[config.mk]
export PLATFORM = sky130hd
export DESIGN_NAME = hwcfg_bank
export DESIGN_NICKNAME = d
export VERILOG_FILES = /design/src/verilog/hwcfg_pkg.sv /design/src/verilog/hwcfg_word.sv /design/src/verilog/hwcfg_bank.sv
export SDC_FILE = /design/constraint.sdc
export NUM_CORES = 1
export LEC_CHECK = 0
export BUFFER_PORTS_ARGS = -buffer_cell sky130_fd_sc_hd__clkbuf_2
export CAP_MARGIN = 15
export CORE_ASPECT_RATIO = 0.9
export CORE_MARGIN = 1.5
export CORE_UTILIZATION = 35
export DETAILED_ROUTE_END_ITERATION = 8
export PLACE_DENSITY = 0.61
export SYNTH_ARGS = -nofsm -noshare
export SYNTH_HDL_FRONTEND = slang
export SYNTH_HIERARCHICAL = 1
export SYNTH_SLANG_ARGS = --single-unit
[constraint.sdc]
create_clock -name ref_clk -period 2.3 [get_ports ref_clk]
set_input_delay 0.115 -clock ref_clk [delete_from_list [all_inputs] [get_ports ref_clk]]
set_output_delay 0.115 -clock ref_clk [all_outputs]
set_load 0.05 [all_outputs]
[src/verilog/hwcfg_pkg.sv]
// package of offsets, field positions and reset values for the hardware configuration bank
package hwcfg_pkg;
  localparam int unsigned ADDR_W = 8;
  localparam int unsigned DATA_W = 32;
  localparam int unsigned NUM_REGS = 6;
  // register offsets
  localparam logic [7:0] OFF_HW_PIN_SETUP         = 8'hA4;
  localparam logic [7:0] OFF_DEVICE_SETUP_ONE     = 8'hA6;
  localparam logic [7:0] OFF_DEVICE_SETUP_TWO     = 8'hA8;
  localparam logic [7:0] OFF_PERIPHERAL_SETUP_ONE = 8'hAA;
  localparam logic [7:0] OFF_GATE_DRIVE_SETUP_ONE = 8'hAC;
  localparam logic [7:0] OFF_GATE_DRIVE_SETUP_TWO = 8'hAE;
  // register indices
  localparam int unsigned IDX_PIN  = 0;
  localparam int unsigned IDX_DEV1 = 1;
  localparam int unsigned IDX_DEV2 = 2;
  // reset values
  localparam logic [31:0] RST_HW_PIN_SETUP     = 32'h00000000;
  localparam logic [31:0] RST_DEVICE_SETUP_TWO = 32'h00000000;
  localparam logic [31:0] RST_OTHER            = 32'h00000000;
  // device setup one: bits reset to zero; others take strap values
  localparam logic [31:0] DEV1_ZERO_MASK       = 32'hF800001F;
  // field positions in hw_pin_setup, bus voltage in device setup one
  localparam int unsigned PIN_SPEED_LSB  = 0;
  localparam int unsigned PIN_BRAKE_LSB  = 2;
  localparam int unsigned PIN_ANGLE_BIT  = 4;
  localparam int unsigned PIN_STYLE_BIT  = 5;
  localparam int unsigned PARITY_BIT     = 31;
  localparam int unsigned BUSV_LSB       = 0;
  // speed source codes
  localparam logic [1:0] SPD_ANALOG = 2'h0;
  localparam logic [1:0] SPD_DUTY   = 2'h1;
  localparam logic [1:0] SPD_REG    = 2'h2;
  localparam logic [1:0] SPD_FREQ   = 2'h3;
  // brake override codes
  localparam logic [1:0] BRK_FORCE_ON  = 2'h1;
  localparam logic [1:0] BRK_FORCE_OFF = 2'h2;
  // maximum bus voltage codes
  localparam logic [1:0] BUSV_15 = 2'h0;
  localparam logic [1:0] BUSV_30 = 2'h1;
  localparam logic [1:0] BUSV_60 = 2'h2;
  // states of the brake sequencer
  typedef enum logic [2:0] {
    HWCFG_RUN       = 3'b001,
    HWCFG_LOW_BRAKE = 3'b010,
    HWCFG_ALIGN     = 3'b100
  } hwcfg_brake_t;
endpackage : hwcfg_pkg

[src/verilog/hwcfg_word.sv]
// one 32-bit configuration word with per-bit reset values
`timescale 1ns/1ns
module hwcfg_word #(
  parameter logic [31:0] RST_MASK = 32'hFFFFFFFF,
  parameter logic [31:0] RST_VAL  = 32'h00000000
) (
  input  wire logic        ref_clk,
  input  wire logic        rst_b,
  input  wire logic        clk_en,
  input  wire logic        wr_en,
  input  wire logic [31:0] wr_data,
  input  wire logic        strap_load,
  input  wire logic [31:0] strap_val,
  output logic [31:0]      q_r
);
  logic [31:0] q_nxt;
  genvar b;
  // per bit next value: a write wins over the strap capture
  generate
    for (b = 0; b < 32; b = b + 1) begin : g_bit
      if (RST_MASK[b]) begin : g_fixed
        assign q_nxt[b] = wr_en ? wr_data[b] : q_r[b];
      end else begin : g_strap
        // strap sampled by clock after release, never in reset
        assign q_nxt[b] = wr_en ? wr_data[b] : (strap_load ? strap_val[b] : q_r[b]);
      end
    end
  endgenerate

  // one process owns the whole word; strap bits sit at zero until the load pulse
  always_ff @(posedge ref_clk) begin
    if (!rst_b) begin
      q_r <= RST_VAL & RST_MASK;
    end else if (clk_en) begin
      q_r <= q_nxt;
    end
  end
endmodule : hwcfg_word

[src/verilog/hwcfg_bank.sv]
// hardware configuration register bank with brake and speed source decode
`timescale 1ns/1ns
module hwcfg_bank #(
  parameter int unsigned ANGLE_W = 16
) (
  input  wire logic               ref_clk,
  input  wire logic               rst_b,
  input  wire logic               clk_en,
  input  wire logic               reg_wr,
  input  wire logic               reg_rd,
  input  wire logic [7:0]         reg_addr,
  input  wire logic [31:0]        reg_wdata,
  output logic [31:0]             reg_rdata_r,
  output logic                    reg_err_r,
  input  wire logic [31:0]        dev1_strap,
  input  wire logic               brake_pin,
  input  wire logic [ANGLE_W-1:0] comm_angle,
  input  wire logic [ANGLE_W-1:0] align_angle_cfg,
  output logic [1:0]              speed_src_r,
  output logic                    brake_active_r,
  output logic                    low_side_on_r,
  output logic                    align_brake_r,
  output logic [ANGLE_W-1:0]      align_angle_r,
  output logic [1:0]              max_bus_voltage_sel_r,
  output logic                    bus_voltage_undef_r,
  output logic [31:0]             hw_pin_setup_r,
  output logic [31:0]             device_setup_one_r,
  output logic [31:0]             device_setup_two_r,
  output logic [31:0]             peripheral_setup_one_r,
  output logic [31:0]             gate_drive_setup_one_r,
  output logic [31:0]             gate_drive_setup_two_r
);
  logic [31:0] regs [0:5];
  logic [5:0]  hit;
  logic [5:0]  wen;
  logic        strap_pending_r;
  logic        strap_load;
  hwcfg_pkg::hwcfg_brake_t state_r;
  hwcfg_pkg::hwcfg_brake_t state_nxt;

  // address decode; unlisted offsets match nothing and are ignored on write
  assign hit[0] = (reg_addr == hwcfg_pkg::OFF_HW_PIN_SETUP);
  assign hit[1] = (reg_addr == hwcfg_pkg::OFF_DEVICE_SETUP_ONE);
  assign hit[2] = (reg_addr == hwcfg_pkg::OFF_DEVICE_SETUP_TWO);
  assign hit[3] = (reg_addr == hwcfg_pkg::OFF_PERIPHERAL_SETUP_ONE);
  assign hit[4] = (reg_addr == hwcfg_pkg::OFF_GATE_DRIVE_SETUP_ONE);
  assign hit[5] = (reg_addr == hwcfg_pkg::OFF_GATE_DRIVE_SETUP_TWO);
  assign wen    = reg_wr ? hit : 6'h00;
  wire   miss   = (hit == 6'h00);

  // strap load one cycle after reset release
  assign strap_load = strap_pending_r;
  always_ff @(posedge ref_clk) begin
    if (!rst_b) begin
      strap_pending_r <= 1'b1;
    end else if (clk_en) begin
      strap_pending_r <= 1'b0;
    end
  end

  // the six words; full 32 bits kept so parity and reserved bits read back
  hwcfg_word #(.RST_MASK(32'hFFFFFFFF), .RST_VAL(hwcfg_pkg::RST_HW_PIN_SETUP)) u_pin (
    .ref_clk(ref_clk), .rst_b(rst_b), .clk_en(clk_en), .wr_en(wen[0]),
    .wr_data(reg_wdata), .strap_load(1'b0), .strap_val(32'h00000000), .q_r(regs[0]));
  hwcfg_word #(.RST_MASK(hwcfg_pkg::DEV1_ZERO_MASK), .RST_VAL(hwcfg_pkg::RST_OTHER)) u_dev1 (
    .ref_clk(ref_clk), .rst_b(rst_b), .clk_en(clk_en), .wr_en(wen[1]),
    .wr_data(reg_wdata), .strap_load(strap_load), .strap_val(dev1_strap), .q_r(regs[1]));
  hwcfg_word #(.RST_MASK(32'hFFFFFFFF), .RST_VAL(hwcfg_pkg::RST_DEVICE_SETUP_TWO)) u_dev2 (
    .ref_clk(ref_clk), .rst_b(rst_b), .clk_en(clk_en), .wr_en(wen[2]),
    .wr_data(reg_wdata), .strap_load(1'b0), .strap_val(32'h00000000), .q_r(regs[2]));
  // remaining words: layout owned elsewhere, stored verbatim
  genvar gi;
  generate
    for (gi = 3; gi < 6; gi = gi + 1) begin : g_rest
      hwcfg_word #(.RST_MASK(32'hFFFFFFFF), .RST_VAL(hwcfg_pkg::RST_OTHER)) u_w (
        .ref_clk(ref_clk), .rst_b(rst_b), .clk_en(clk_en), .wr_en(wen[gi]),
        .wr_data(reg_wdata), .strap_load(1'b0), .strap_val(32'h00000000), .q_r(regs[gi]));
    end
  endgenerate

  // field extraction
  wire [1:0] speed_f = regs[0][hwcfg_pkg::PIN_SPEED_LSB +: 2];
  wire [1:0] brk_f   = regs[0][hwcfg_pkg::PIN_BRAKE_LSB +: 2];
  wire       angle_f = regs[0][hwcfg_pkg::PIN_ANGLE_BIT];
  wire       style_f = regs[0][hwcfg_pkg::PIN_STYLE_BIT];
  wire [1:0] busv_f  = regs[1][hwcfg_pkg::BUSV_LSB +: 2];

  // brake request: override codes beat the pin, 0h and 3h follow it
  wire brake_req = (brk_f == hwcfg_pkg::BRK_FORCE_ON)  ? 1'b1 :
                   (brk_f == hwcfg_pkg::BRK_FORCE_OFF) ? 1'b0 :
                   brake_pin;

  // read mux; unmapped reads return zero
  wire [31:0] rd_mux = hit[0] ? regs[0] : hit[1] ? regs[1] : hit[2] ? regs[2] :
                       hit[3] ? regs[3] : hit[4] ? regs[4] : hit[5] ? regs[5] : 32'h00000000;

  // brake sequencer: style chosen at brake entry, applies to override and pin
  always_comb begin
    state_nxt = state_r;
    case (state_r)
      hwcfg_pkg::HWCFG_RUN: begin
        if (brake_req) begin
          state_nxt = style_f ? hwcfg_pkg::HWCFG_ALIGN : hwcfg_pkg::HWCFG_LOW_BRAKE;
        end
      end
      hwcfg_pkg::HWCFG_LOW_BRAKE,
      hwcfg_pkg::HWCFG_ALIGN: begin
        if (!brake_req) begin
          state_nxt = hwcfg_pkg::HWCFG_RUN;
        end
      end
      default: state_nxt = hwcfg_pkg::HWCFG_RUN;
    endcase
  end

  // angle: with the angle bit clear the last commutation angle is frozen on brake entry; with it set align_angle_cfg is taken
  wire entering = (state_r == hwcfg_pkg::HWCFG_RUN) && brake_req;
  wire [ANGLE_W-1:0] angle_nxt = angle_f ? align_angle_cfg :
                                 (entering ? comm_angle : align_angle_r);

  always_ff @(posedge ref_clk) begin
    if (!rst_b) begin
      state_r       <= hwcfg_pkg::HWCFG_RUN;
      align_angle_r <= '0;
    end else if (clk_en) begin
      state_r       <= state_nxt;
      align_angle_r <= angle_nxt;
    end
  end

  // registered outputs
  always_ff @(posedge ref_clk) begin
    if (!rst_b) begin
      reg_rdata_r            <= 32'h00000000;
      reg_err_r              <= 1'b0;
      speed_src_r            <= hwcfg_pkg::SPD_ANALOG;
      brake_active_r         <= 1'b0;
      low_side_on_r          <= 1'b0;
      align_brake_r          <= 1'b0;
      max_bus_voltage_sel_r  <= hwcfg_pkg::BUSV_15;
      bus_voltage_undef_r    <= 1'b0;
    end else if (clk_en) begin
      reg_rdata_r            <= reg_rd ? rd_mux : reg_rdata_r;
      reg_err_r              <= (reg_rd | reg_wr) & miss;
      speed_src_r            <= speed_f;
      brake_active_r         <= (state_nxt != hwcfg_pkg::HWCFG_RUN);
      low_side_on_r          <= (state_nxt == hwcfg_pkg::HWCFG_LOW_BRAKE);
      align_brake_r          <= (state_nxt == hwcfg_pkg::HWCFG_ALIGN);
      max_bus_voltage_sel_r  <= busv_f;
      bus_voltage_undef_r    <= (busv_f == 2'h3);
    end
  end

  // register images for the rest of the device
  always_ff @(posedge ref_clk) begin
    if (!rst_b) begin
      hw_pin_setup_r         <= hwcfg_pkg::RST_HW_PIN_SETUP;
      device_setup_one_r     <= hwcfg_pkg::RST_OTHER;
      device_setup_two_r     <= hwcfg_pkg::RST_DEVICE_SETUP_TWO;
      peripheral_setup_one_r <= hwcfg_pkg::RST_OTHER;
      gate_drive_setup_one_r <= hwcfg_pkg::RST_OTHER;
      gate_drive_setup_two_r <= hwcfg_pkg::RST_OTHER;
    end else if (clk_en) begin
      hw_pin_setup_r         <= regs[0];
      device_setup_one_r     <= regs[1];
      device_setup_two_r     <= regs[2];
      peripheral_setup_one_r <= regs[3];
      gate_drive_setup_one_r <= regs[4];
      gate_drive_setup_two_r <= regs[5];
    end
  end
endmodule : hwcfg_bank

==> results.txt <==
outcome - finished, final reports clean
fillers - 5357
Critical Path Start Type - input pin
Layout area overhead - 23.3%
Tcrit/Tclk final - 94.9%
clk sink count - 441
worst clock skew - 8.74 ps
Critical Path Fanout Max - 46
hold crit path type - in -> reg
Hold Violations, Final - 0
via count - 16700
Longest Clk Path Bufs - 3
largest net degree at the start of global routing - 130
initial core utilization - 35.6%
dpl cells - 2981
Avg Synthesized Cell Area - 9.83 sq um
Total Wirelength - 65500 um
gr usage total - 21.6%
post-layout minimum cycle time - 2180 ps
worst slew pin tran - 824 ps
Setup violations, final - 0
vias in the first global route - 15900
Non-Filler Instances - 3162
Critical Path End Type - register
Max stage delay on crit path - 600 ps
GR Overflow Total - 0
CP most frequent cell - dlygate4sd3_1
Boundary Pins - 359
num rows - 82
remaining antenna violation count - 0
CTS tree - done
CP Class - in -> reg
Max VDD drop - 0.000433 V
clock root buffer - clkbuf_16
die area - 58300 sq um
first-pass GRT wire length - 97400 um
critical-path cell list - dlygate4sd3_1 > clkbuf_2 > nand2b_1 > nor3_2 > buf_4 > buf_12 > mux2i_1 > o211ai_1 > dlygate4sd3_1
DRC viols - 0
core area - 55900 sq um
worst r2r dst - align_angle_r[13]
DIE HEIGHT - 229 um
RSZ-0062 raised after global routing - false
Die Wd - 254 um
Routed WL per cell - 20.7 um
setup TNS - 0 ps
PD cells - 685 nW/um^2
worst reg-to-reg path cell count - 5
launch point of the worst reg-to-reg path - state_r[0]
Detailed Place HPWL - 46500 um
Final Max Tran Viols - 0
critical path data arrival time - 2640 ps
relative slew slack - 45.1%
syn_nets - 2136
layout cells sized above 1 - 27.2%
critical path endpoint - u_dev1/q_r[11]
H-tree Lvls - 2
RD Place Congestion - 0.897
initial antenna violation count - 2
CTS clk-pin slew, worst paths - 60 ps
Avg Vias per Cell - 5.29
yosys warns - 6
synthesized area - 19900 sq um
cell count after synthesis - 2026
worst path required time - 2760 ps
Port Buffers - 348
Final #Nets - 2483
Slowest-stage cell, CP - dlygate4sd3_1
router iterations before antenna repair - 5
Post-CTS Setup Bufs - 0
Critical Path Start - reg_addr[3]
reg-to-reg setup timing slack - 190 ps
Leak - 0.00988 uW
Max Cap Viol - 0
DR iter-0 viols - 1328
Inserted Clock Buffers - 48
fmax - 0.458 GHz
clock latency on the worst-skew pair - 570 ps
registers in the layout (all words and copies together), names as in the netlist, 3 cells and up:
name / cells
hw_pin_setup_r: 31
device_setup_one_r: 31
u_pin/q_r: 32
peripheral_setup_one_r: 32
gate_drive_setup_two_r: 32
u_dev1/q_r: 32
g_rest.u_w/q_r: 96
device_setup_two_r: 32
state_r: 3
u_dev2/q_r: 32
gate_drive_setup_one_r: 32
align_angle_r: 16
reg_rdata_r: 32
worst min path at each step:
stage / slack [ps] / endpoint / startpoint / depth (start not counted)
finish: 40 / reg_err_r / reg_addr[7] / 4
global route: 100 / reg_err_r / reg_addr[7] / 4
CTS: 10 / reg_err_r / reg_addr[7] / 4
detailed placement: 430 / u_dev1/q_r[8] / dev1_strap[8] / 3
global placement: 420 / u_dev1/q_r[5] / dev1_strap[5] / 3
floorplan: 260 / g_rest[3].u_w/q_r[29] / reg_wdata[29] / 2
worst max-delay path: cells and delay by family:
kind            cells  cell delay, ps
mux                 1             220
buf+inv             5            1830
compound gates      1              90
simple gates        2             350
stage by stage:
| step | cell area, sq um | total power [uW] | utilization, % | hold WS [ps] | setup slack [ps] |
|---|---|---|---|---|---|
| floorplan | 19900 | 8780 | - | 258 | 324 |
| global placement | 22000 | 9170 | 39.4 | 421 | 164 |
| detailed placement | 22000 | 9190 | 39.4 | 431 | 135 |
| CTS | 24500 | 17000 | 43.8 | 14.6 | 10.2 |
| global route | 24600 | 17300 | 43.9 | 95.7 | 30.9 |
| finish | 24600 | 16800 | 43.9 | 43.1 | 118 |
cell type report:
| cell class | count | area, sq um | area share, % |
|---|---|---|---|
| multi-input cells | 1354 | 9740 | 39.7 |
| well taps | 756 | 946 | 3.85 |
| flip-flops and latches | 441 | 8830 | 35.9 |
| inverters | 24 | 90.1 | 0.367 |
| clock inverters | 15 | 139 | 0.566 |
| diodes | 1 | 2.50 | 0.0102 |
| clock buffers | 67 | 1390 | 5.68 |
| repair buffers | 504 | 3420 | 13.9 |
metal layers:
metal	wire, um	up-vias	GRT usage, %	part of all wire [%]
li1	-	7987	-	-
met5	12	-	0	0.018
met2	26400	587	29.5	40
met4	1810	2	7.24	2.8
met1	30800	8051	31.3	47
met3	6490	89	6.97	9.9
layout by cell type, fill, tap and decap left out, types with 21 or more instances in the layout:
cell	n
buf_4	42
o22ai_1	32
o21ai_1	40
a22o_1	30
nand3b_1	22
nor2b_1	192
nand2_1	199
a221oi_1	30
inv_1	24
dlygate4sd3_1	96
mux2i_1	277
dfxtp_1	441
nand4_1	161
o211ai_1	21
nor2_1	35
nand4bb_1	22
o21ai_2	150
clkbuf_16	50
clkbuf_2	345
power by group:
group          switching [uW]  internal [uW]  total [uW]
clock                    3190           4430        7620
sequential               73.2           7710        7780
combinational             878            537        1410
total                    4140          12700       16800
timing repair:
action	4_1_cts	5_1_grt
endpoints found under the setup margin	0	5
endpoints found under the hold margin	231	0
resized for setup	0	4
hold buffers	96	0
(Power assumes the default switching activity.)
